--- src/shared/irb_pkg.sv ---
/*
 * Package for the request bank zero block: register offset, bit layout,
 * reset value and the carrier types shared by the bank and its helpers.
 * Assumes one 10 MHz clock and a synchronous active-high reset.
 */
package irb_pkg;

    localparam int unsigned ADDR_W    = 12;
    localparam int unsigned DATA_W    = 8;
    localparam int unsigned NUM_FLAGS = 8;

    // Register offset of the request bank
    localparam logic [ADDR_W-1:0] REQ_BANK_ZERO_OFFSET = 12'hfc0;
    localparam logic [DATA_W-1:0] REQ_BANK_ZERO_RESET  = 8'h00;
    localparam logic [DATA_W-1:0] READ_UNMAPPED        = 8'h00;

    // Bit positions inside the bank
    localparam int unsigned BIT_PULSE_TIMER  = 7;
    localparam int unsigned BIT_FAULT        = 6;
    localparam int unsigned BIT_CONVERTER    = 5;
    localparam int unsigned BIT_COMPARATOR   = 4;
    localparam int unsigned BIT_TIMER_ZERO   = 3;
    localparam int unsigned BIT_SERIAL_RX    = 2;
    localparam int unsigned BIT_SERIAL_TX    = 1;
    localparam int unsigned BIT_PERIPH_SPI   = 0;

    // Number of fault sources feeding the fault flag
    localparam int unsigned NUM_FAULT_SRC = 3;

    // Register port request
    typedef struct packed {
        logic [ADDR_W-1:0] addr;
        logic [DATA_W-1:0] wdata;
        logic              wr;
        logic              rd;
    } irb_bus_req_t;

    // Fault sources and their enables, held in the pulse unit
    typedef struct packed {
        logic firstFaultPin;
        logic secondFaultPin;
        logic comparatorOut;
    } irb_fault_src_t;

    // Bus decode state
    typedef enum logic [2:0] {
        BUS_IDLE  = 3'b001,
        BUS_WRITE = 3'b010,
        BUS_READ  = 3'b100
    } irb_bus_state_t;

endpackage : irb_pkg

--- src/core/irb_fault_merge.sv ---
/*
 * Merges the fault sources into one fault request pulse, each source gated
 * by its own enable. Assumes sources are synchronous event pulses.
 */
`timescale 1ns/1ps
module irb_fault_merge
    import irb_pkg::*;
(
    input  wire logic           core_clk,
    input  wire logic           sys_rst,
    input  wire irb_fault_src_t faultEvent,
    input  wire irb_fault_src_t faultEnable,
    output logic                faultRequest
);

    // Gate each source with its enable
    wire irb_fault_src_t gatedFault = faultEvent & faultEnable;
    wire                 anyFault   = |gatedFault;

    // Registered request toward the bank
    always_ff @(posedge core_clk) begin
        if (sys_rst) begin
            faultRequest <= 1'b0;
        end else begin
            faultRequest <= anyFault;
        end
    end

endmodule : irb_fault_merge

--- src/core/irb_flag_cell.sv ---
/*
 * One sticky request flag. Hardware set wins over every clear.
 * Assumes set, clear and software write pulses are synchronous.
 */
`timescale 1ns/1ps
module irb_flag_cell
    import irb_pkg::*;
(
    input  wire logic core_clk,
    input  wire logic sys_rst,
    input  wire logic hwSet,
    input  wire logic swWrite,
    input  wire logic swValue,
    input  wire logic vectorAck,
    output logic      flag
);

    // Next value: hardware set, then software write, then vector clear
    wire next_flag = hwSet ? 1'b1 :
                     swWrite ? swValue :
                     vectorAck ? 1'b0 : flag;

    // Flag storage
    always_ff @(posedge core_clk) begin
        if (sys_rst) begin
            flag <= 1'b0;
        end else begin
            flag <= next_flag;
        end
    end

endmodule : irb_flag_cell

--- src/core/irb_request_bank.sv ---
/*
 * Request bank zero: eight latched interrupt request flags with a plain
 * register port, per-flag request outputs toward priority logic and a
 * vectored request gated by the global enable.
 * Assumes the enable and priority registers, arbitration and vector
 * generation live outside; they return one-cycle vector acknowledges.
 */
// Our own choice: the address-and-strobe port.
// Contract
// - A source request sets its flag bit to one.
// - With global enable set, pending enabled flags go to the core.
// - Bit 7 flags the pulse timer request.
// - Bit 6 flags fault from two pins or comparator, each enabled.
// - Bit 5 flags the converter request.
// - Bit 4 flags the comparator request.
// - Bit 3 flags the timer zero request.
// - Bit 2 flags serial receive, bit 1 serial transmit.
// - Bit 0 flags the peripheral serial request.
// - Vectoring to a service routine clears that flag.
// - Writing zero to a flag clears it.
// - Writing one sets the flag, raising a software interrupt if enabled.
`timescale 1ns/1ps
module irb_request_bank
    import irb_pkg::*;
(
    input  wire logic                 core_clk,
    input  wire logic                 sys_rst,
    // Register port
    input  wire irb_bus_req_t         busReq,
    output logic [DATA_W-1:0]         busRdata,
    // Peripheral events
    input  wire logic                 pulseTimerEvent,
    input  wire irb_fault_src_t       faultEvent,
    input  wire irb_fault_src_t       faultEnable,
    input  wire logic                 converterEvent,
    input  wire logic                 comparatorEvent,
    input  wire logic                 timerZeroEvent,
    input  wire logic                 serialRxEvent,
    input  wire logic                 serialTxEvent,
    input  wire logic                 periphSerialEvent,
    // Core side
    input  wire logic                 globalEnable,
    input  wire logic [NUM_FLAGS-1:0] sourceEnable,
    input  wire logic [NUM_FLAGS-1:0] vectorAck,
    output logic [NUM_FLAGS-1:0]      pendingRequest,
    output logic                      coreRequest
);

    // Address decode, used by both read and write paths
    function automatic logic hitsBank(input logic [ADDR_W-1:0] a);
        return a == REQ_BANK_ZERO_OFFSET;
    endfunction : hitsBank

    logic [NUM_FLAGS-1:0] requestBankZero;
    logic                 faultRequest;
    logic [NUM_FLAGS-1:0] eventVector;
    irb_bus_state_t       busState;
    irb_bus_state_t       next_busState;

    // Fault sources merged with their own enables
    irb_fault_merge uFault (
        .core_clk     (core_clk),
        .sys_rst      (sys_rst),
        .faultEvent   (faultEvent),
        .faultEnable  (faultEnable),
        .faultRequest (faultRequest)
    );

    // Event bits placed at their bank positions
    assign eventVector[BIT_PULSE_TIMER] = pulseTimerEvent;
    assign eventVector[BIT_FAULT]       = faultRequest;
    assign eventVector[BIT_CONVERTER]   = converterEvent;
    assign eventVector[BIT_COMPARATOR]  = comparatorEvent;
    assign eventVector[BIT_TIMER_ZERO]  = timerZeroEvent;
    assign eventVector[BIT_SERIAL_RX]   = serialRxEvent;
    assign eventVector[BIT_SERIAL_TX]   = serialTxEvent;
    assign eventVector[BIT_PERIPH_SPI]  = periphSerialEvent;

    // Decoded strobes
    wire bankWrite = busReq.wr & hitsBank(busReq.addr);
    wire bankRead  = busReq.rd & hitsBank(busReq.addr);

    // Flag cells, one per source
    genvar gi;
    generate
        for (gi = 0; gi < NUM_FLAGS; gi++) begin : gFlag
            irb_flag_cell uCell (
                .core_clk  (core_clk),
                .sys_rst   (sys_rst),
                .hwSet     (eventVector[gi]),
                .swWrite   (bankWrite),
                .swValue   (busReq.wdata[gi]),
                .vectorAck (vectorAck[gi]),
                .flag      (requestBankZero[gi])
            );

            // Hardware set beats every clear in the same cycle
            AST_CELL_SET: assert property (@(posedge core_clk) disable iff (sys_rst)
                eventVector[gi] |=> requestBankZero[gi])
                else $error("flag not set by its event");

            // Software write of one sets the flag, vector clear or not
            AST_CELL_SW_SET: assert property (@(posedge core_clk) disable iff (sys_rst)
                (bankWrite && busReq.wdata[gi]) |=> requestBankZero[gi])
                else $error("write one did not set flag");

            // Software write of zero clears unless the source fires
            AST_CELL_SW_CLEAR: assert property (@(posedge core_clk) disable iff (sys_rst)
                (bankWrite && !busReq.wdata[gi] && !eventVector[gi]) |=> !requestBankZero[gi])
                else $error("write zero did not clear flag");

            // Vector acknowledge clears when nothing else touches the flag
            AST_CELL_VECTOR: assert property (@(posedge core_clk) disable iff (sys_rst)
                (vectorAck[gi] && !eventVector[gi] && !bankWrite) |=> !requestBankZero[gi])
                else $error("vector acknowledge did not clear flag");

            // Flag holds its value with no set and no clear
            AST_CELL_HOLD: assert property (@(posedge core_clk) disable iff (sys_rst)
                (!eventVector[gi] && !bankWrite && !vectorAck[gi])
                |=> requestBankZero[gi] == $past(requestBankZero[gi]))
                else $error("flag changed with no cause");
        end
    endgenerate

    // Requests toward priority logic, software-set flags included
    wire [NUM_FLAGS-1:0] next_pending = requestBankZero & sourceEnable;
    wire                 next_coreReq = globalEnable & (|next_pending);

    // Bus state tracks the access kind
    assign next_busState = bankWrite ? BUS_WRITE : bankRead ? BUS_READ : BUS_IDLE;

    // Read data, one cycle after the strobe
    wire [DATA_W-1:0] next_rdata = bankRead ? requestBankZero : READ_UNMAPPED;

    // Output and state registers
    always_ff @(posedge core_clk) begin
        if (sys_rst) begin
            busRdata       <= READ_UNMAPPED;
            pendingRequest <= REQ_BANK_ZERO_RESET;
            coreRequest    <= 1'b0;
            busState       <= BUS_IDLE;
        end else begin
            busRdata       <= next_rdata;
            pendingRequest <= next_pending;
            coreRequest    <= next_coreReq;
            busState       <= next_busState;
        end
    end

    // Assertions
    AST_SET_BY_EVENT: assert property (@(posedge core_clk) disable iff (sys_rst)
        pulseTimerEvent |=> requestBankZero[BIT_PULSE_TIMER])
        else $error("event did not set flag");

    AST_CORE_REQ: assert property (@(posedge core_clk) disable iff (sys_rst)
        (globalEnable && |(requestBankZero & sourceEnable)) |=> coreRequest)
        else $error("pending request not forwarded");

    AST_NO_CORE_REQ: assert property (@(posedge core_clk) disable iff (sys_rst)
        !globalEnable |=> !coreRequest)
        else $error("request forwarded while disabled");

    AST_POLL_READ: assert property (@(posedge core_clk) disable iff (sys_rst)
        bankRead |=> busRdata == $past(requestBankZero))
        else $error("poll read mismatch");

    AST_FAULT_PATH: assert property (@(posedge core_clk) disable iff (sys_rst)
        (|(faultEvent & faultEnable)) |-> ##2 requestBankZero[BIT_FAULT])
        else $error("fault not flagged");

    AST_VECTOR_CLEAR: assert property (@(posedge core_clk) disable iff (sys_rst)
        (vectorAck[BIT_SERIAL_RX] && !serialRxEvent && !bankWrite) |=> !requestBankZero[BIT_SERIAL_RX])
        else $error("vector did not clear flag");

    AST_SW_CLEAR: assert property (@(posedge core_clk) disable iff (sys_rst)
        (bankWrite && !busReq.wdata[BIT_TIMER_ZERO] && !timerZeroEvent) |=> !requestBankZero[BIT_TIMER_ZERO])
        else $error("write zero did not clear");

    AST_SW_SET: assert property (@(posedge core_clk) disable iff (sys_rst)
        (bankWrite && busReq.wdata[BIT_CONVERTER] && sourceEnable[BIT_CONVERTER])
        |=> ##1 pendingRequest[BIT_CONVERTER])
        else $error("software set not raised");

    AST_STICKY: assert property (@(posedge core_clk) disable iff (sys_rst)
        (requestBankZero[BIT_COMPARATOR] && !vectorAck[BIT_COMPARATOR] && !bankWrite)
        |=> requestBankZero[BIT_COMPARATOR])
        else $error("flag dropped on its own");

    // Pulse timer flag shows on the top bit of a read
    AST_BIT_PULSE_READ: assert property (@(posedge core_clk) disable iff (sys_rst)
        (bankRead && requestBankZero[BIT_PULSE_TIMER]) |=> busRdata[BIT_PULSE_TIMER])
        else $error("pulse timer flag not on its bit");

    // Merged fault request lands on the fault bit
    AST_BIT_FAULT: assert property (@(posedge core_clk) disable iff (sys_rst)
        faultRequest |=> requestBankZero[BIT_FAULT])
        else $error("fault request not on its bit");

    // Disabled fault sources raise nothing
    AST_FAULT_MASKED: assert property (@(posedge core_clk) disable iff (sys_rst)
        !(|(faultEvent & faultEnable)) |=> !faultRequest)
        else $error("masked fault raised a request");

    // Each enabled fault source raises the merged request
    AST_FAULT_FIRST_PIN: assert property (@(posedge core_clk) disable iff (sys_rst)
        (faultEvent.firstFaultPin && faultEnable.firstFaultPin) |=> faultRequest)
        else $error("first fault pin not merged");

    AST_FAULT_SECOND_PIN: assert property (@(posedge core_clk) disable iff (sys_rst)
        (faultEvent.secondFaultPin && faultEnable.secondFaultPin) |=> faultRequest)
        else $error("second fault pin not merged");

    AST_FAULT_COMPARATOR: assert property (@(posedge core_clk) disable iff (sys_rst)
        (faultEvent.comparatorOut && faultEnable.comparatorOut) |=> faultRequest)
        else $error("comparator fault not merged");

    // Every other source lands on its own bank position
    AST_BIT_CONVERTER: assert property (@(posedge core_clk) disable iff (sys_rst)
        converterEvent |=> requestBankZero[BIT_CONVERTER])
        else $error("converter flag not set");

    AST_BIT_COMPARATOR: assert property (@(posedge core_clk) disable iff (sys_rst)
        comparatorEvent |=> requestBankZero[BIT_COMPARATOR])
        else $error("comparator flag not set");

    AST_BIT_TIMER_ZERO: assert property (@(posedge core_clk) disable iff (sys_rst)
        timerZeroEvent |=> requestBankZero[BIT_TIMER_ZERO])
        else $error("timer zero flag not set");

    AST_BIT_SERIAL_RX: assert property (@(posedge core_clk) disable iff (sys_rst)
        serialRxEvent |=> requestBankZero[BIT_SERIAL_RX])
        else $error("serial receive flag not set");

    AST_BIT_SERIAL_TX: assert property (@(posedge core_clk) disable iff (sys_rst)
        serialTxEvent |=> requestBankZero[BIT_SERIAL_TX])
        else $error("serial transmit flag not set");

    AST_BIT_PERIPH_SERIAL: assert property (@(posedge core_clk) disable iff (sys_rst)
        periphSerialEvent |=> requestBankZero[BIT_PERIPH_SPI])
        else $error("peripheral serial flag not set");

    // Other addresses read as unmapped and leave the flags alone
    AST_UNMAPPED_READ: assert property (@(posedge core_clk) disable iff (sys_rst)
        (busReq.rd && !hitsBank(busReq.addr)) |=> busRdata == READ_UNMAPPED)
        else $error("unmapped read returned data");

    AST_UNMAPPED_WRITE: assert property (@(posedge core_clk) disable iff (sys_rst)
        (busReq.wr && !hitsBank(busReq.addr) && eventVector == '0 && vectorAck == '0)
        |=> requestBankZero == $past(requestBankZero))
        else $error("unmapped write changed flags");

    // Access kind recorded one cycle after each strobe
    AST_READ_STATE: assert property (@(posedge core_clk) disable iff (sys_rst)
        (bankRead && !bankWrite) |=> busState == BUS_READ)
        else $error("read access not recorded");

    AST_WRITE_STATE: assert property (@(posedge core_clk) disable iff (sys_rst)
        bankWrite |=> busState == BUS_WRITE)
        else $error("write access not recorded");

    AST_IDLE_STATE: assert property (@(posedge core_clk) disable iff (sys_rst)
        (!bankWrite && !bankRead) |=> busState == BUS_IDLE)
        else $error("idle bus not recorded");

    // Read data stands only in the cycle after a bank read
    AST_RDATA_IDLE: assert property (@(posedge core_clk) disable iff (sys_rst)
        busState != BUS_READ |-> busRdata == READ_UNMAPPED)
        else $error("read data outside read cycle");

    // Per-flag and core requests follow the flags one cycle late
    AST_PENDING_MASK: assert property (@(posedge core_clk) disable iff (sys_rst)
        1'b1 |=> pendingRequest == $past(requestBankZero & sourceEnable))
        else $error("pending request not masked flags");

    AST_CORE_TRACK: assert property (@(posedge core_clk) disable iff (sys_rst)
        1'b1 |=> coreRequest == $past(globalEnable && (|(requestBankZero & sourceEnable))))
        else $error("core request does not track flags");

    // Reset leaves every flag and output at its reset value
    AST_RESET_VALUES: assert property (@(posedge core_clk)
        sys_rst |=> (requestBankZero == REQ_BANK_ZERO_RESET && pendingRequest == REQ_BANK_ZERO_RESET
                     && !coreRequest && busRdata == READ_UNMAPPED))
        else $error("reset values wrong");

endmodule : irb_request_bank

--- config.mk ---
export PLATFORM = sky130hd
export DESIGN_NAME = irb_request_bank
export DESIGN_NICKNAME = d
export VERILOG_FILES = /design/src/shared/irb_pkg.sv /design/src/core/irb_fault_merge.sv /design/src/core/irb_flag_cell.sv /design/src/core/irb_request_bank.sv
export SDC_FILE = /design/constraint.sdc
export NUM_CORES = 1
export LEC_CHECK = 0
export ABC_AREA = 1
export BUFFER_PORTS_ARGS = -buffer_cell sky130_fd_sc_hd__buf_2
export CAP_MARGIN = 20
export CORE_AREA = 2 2 55 57
export DETAILED_ROUTE_END_ITERATION = 8
export DIE_AREA = 0 0 57 59
export PLACE_DENSITY = 0.76
export SYNTH_ARGS = -nofsm -noshare
export SYNTH_HDL_FRONTEND = slang
export SYNTH_SLANG_ARGS = --single-unit
--- constraint.sdc ---
create_clock -name core_clk -period 1.2 [get_ports core_clk]
set_input_delay 0.24 -clock core_clk [delete_from_list [all_inputs] [get_ports core_clk]]
set_output_delay 0.24 -clock core_clk [all_outputs]
set_load 0.02 [all_outputs]
==> flow_metrics.tcl <==
set metrics [dict create \
    critPathLaunchType "flip-flop" \
    power_mw 1.56 \
    crit_slowest_cell "dfxtp_1" \
    grt_pass1_wl_um 3760 \
    final_core_util 0.562 \
    fin_cells 246 \
    leakage_nw 0.887 \
    dp.final_hpwl_um 2000 \
    synth-simple-area-share 0.406 \
    die_area_mm2 0.00336 \
    ctsHoldBuffers 0 \
    max_freq_mhz 965 \
    crit_family "flip-flops" \
    avgSynthCellArea_um2 7.82 \
    status "finished, final reports clean" \
    r2r_end "coreRequest$_SDFF_PP0_" \
    max-cap-violations 0 \
    synth_compound_area_frac 0.00457 \
    fin_nets 270 \
    initial_core_util 0.404 \
    worstHoldEndpoint "coreRequest$_SDFF_PP0_" \
    synth-xor-area-share 0 \
    post-route-period-util 0.863 \
    grt_remaining_overflow 0 \
    num_antenna_cells 0 \
    power_density_mw_per_mm2 1020 \
    ir_drop_mv 0.809 \
    fin_area_mm2 0.00152 \
    dr_total_vias 1080 \
    die_y_um 59 \
    numClockSinks 26 \
    n_fill_cell 282 \
    ys_seq_area_frac 0.475 \
    crit-reg2reg-launch "gFlag[1].uCell.flag$_SDFFE_PP0P_" \
    slew_violations 0 \
    cts-htree-levels 1 \
    final.setup.worst_slack_ps 164 \
    cpPeakStageDelay_ps 330 \
    post_cts.repair.setup_buffers 0 \
    dp_slack_ps -32.1 \
    cts_tree "done" \
    drt_iter0_markers 21 \
    required_ps 960 \
    synth_fp_nets 194 \
    setup_viol_count_final 0 \
    grt_pass1_vias 950 \
    synth-adder-area-share 0 \
    crit_buf_inv 1 \
    cts.repair.resized 0 \
    setup_tns_ps 0 \
    die_x_um 57 \
    clock_latency_ps 310 \
    muxShareOfSynthArea 0 \
    cts_buffers 3 \
    end_kind "primary output" \
    core-area_mm2 0.00271 \
    finalCriticalPeriod_ps 1040 \
    rrSetupSlack_ps 380 \
    detail-route-antenna-nets 0 \
    dr.pass1.iters 4 \
    grt_use_total 0.144 \
    ys_types 17 \
    cts_root_buf "clkbuf_4" \
    crit_type "flip-flop to primary output" \
    synth_top_family_by_area "simple AND/OR/NAND/NOR gates" \
    dp.cells 242 \
    drc 0 \
    wl_per_cell_um 9.54 \
    path_clk_slew_ps 130 \
    cts_buffer_depth 2 \
    whs_ps 146 \
    viasPerCell 4.39 \
    gp_congestion 0.790 \
    r2r.worst_path.cells 4 \
    crit_arrival_ps 800 \
    crit_chain "buf_2" \
    crit_fanout 1 \
    wl_um 2350 \
    synth-seq-cells 26 \
    rows 19 \
    clock_skew_ps 4.14 \
    holdPathStages 3 \
    hold_path_class "input port to flip-flop" \
    worstHoldStart "globalEnable" \
    io_buffers 70 \
    ios 71 \
    antenna_found_initial 0 \
    worst_pin_slew_ps 228 \
    grt_max_degree 15 \
    hold_viol 0 \
    drive_above_1_share 0.442 \
    rsz0062_at_grt "false" \
    place_area_mm2 0.00149 \
    area_delta_synth_final_pct 39.2 \
    syn_area_mm2 0.00109 \
    yosys_warnings 0 \
    netlist_instances 140 \
    slew_headroom 0.848 \
]
## cell usage after synthesis (all sizes together)
cell type  number  area [µm²]
nand4          11        83.8
buf             2        18.8
nand3          10        62.6
nand2          33         134
dfxtp          26         521
o21ai           1        5.00
nor2           30         164
inv            27         106
## cell type report
type | count | area [µm²] | area share
Multi-Input combinational cell | 85 | 449 | 0.295
Inverter | 27 | 106 | 0.0698
Tap cell | 31 | 38.8 | 0.0255
Timing Repair Buffer | 73 | 373 | 0.245
Clock buffer | 4 | 36.3 | 0.0238
Sequential cell | 26 | 520 | 0.342
## how the worst max path moves through the flow
stage | cells after the start | slack (ps) | startpoint | to
6_report | 1 | 160 | pendingRequest[3]$_SDFF_PP0_ | pendingRequest[3]
4_1_cts | 1 | 150 | pendingRequest[3]$_SDFF_PP0_ | pendingRequest[3]
2_1_floorplan | 8 | 170 | busReq[13] | gFlag[0].uCell.flag$_SDFFE_PP0P_
3_5_place_dp | 9 | -30 | busReq[11] | gFlag[3].uCell.flag$_SDFFE_PP0P_
5_1_grt | 1 | 120 | busRdata[2]$_SDFF_PP0_ | busRdata[2]
3_3_place_gp | 9 | 20 | busReq[13] | gFlag[5].uCell.flag$_SDFFE_PP0P_
## cells in the final DEF (no fill, tap or decap), drive strengths merged
master  count
buf        73
clkbuf      4
dfxtp      26
inv        27
nand2      33
nand3      10
nand4      11
nor2       30
o21ai       1
## sequential cells by signal, summed over array words and instances, names as in the netlist
signal,cells
busRdata,8
coreRequest,1
gFlag.uCell.flag,8
pendingRequest,8
uFault.faultRequest,1
## layer usage
layer / vias up / wire length (µm) / global-route usage
met4: 0 / 27 / 0.0698
met3: 2 / 225 / 0.0218
li1: 577 / - / -
met5: - / 0 / 0
met1: 449 / 920 / 0.167
met2: 52 / 1180 / 0.261
## kinds of logic (layout without fill, tap and decap cells)
group | count (synthesis) | count (layout)
AND/OR/NAND/NOR | 84 | 84
buffers and inverters | 29 | 104
flip-flops | 26 | 26
AO/OA/AOI/OAI | 1 | 1
## where the power goes
part | internal [mW] | switching, mW | leakage [nW]
logic | 0.108 | 0.121 | 0.653
registers | 0.894 | 0.0110 | 0.213
clock network | 0.185 | 0.242 | 0.0210
total | 1.19 | 0.374 | 0.887
(Power assumes the default switching activity.)
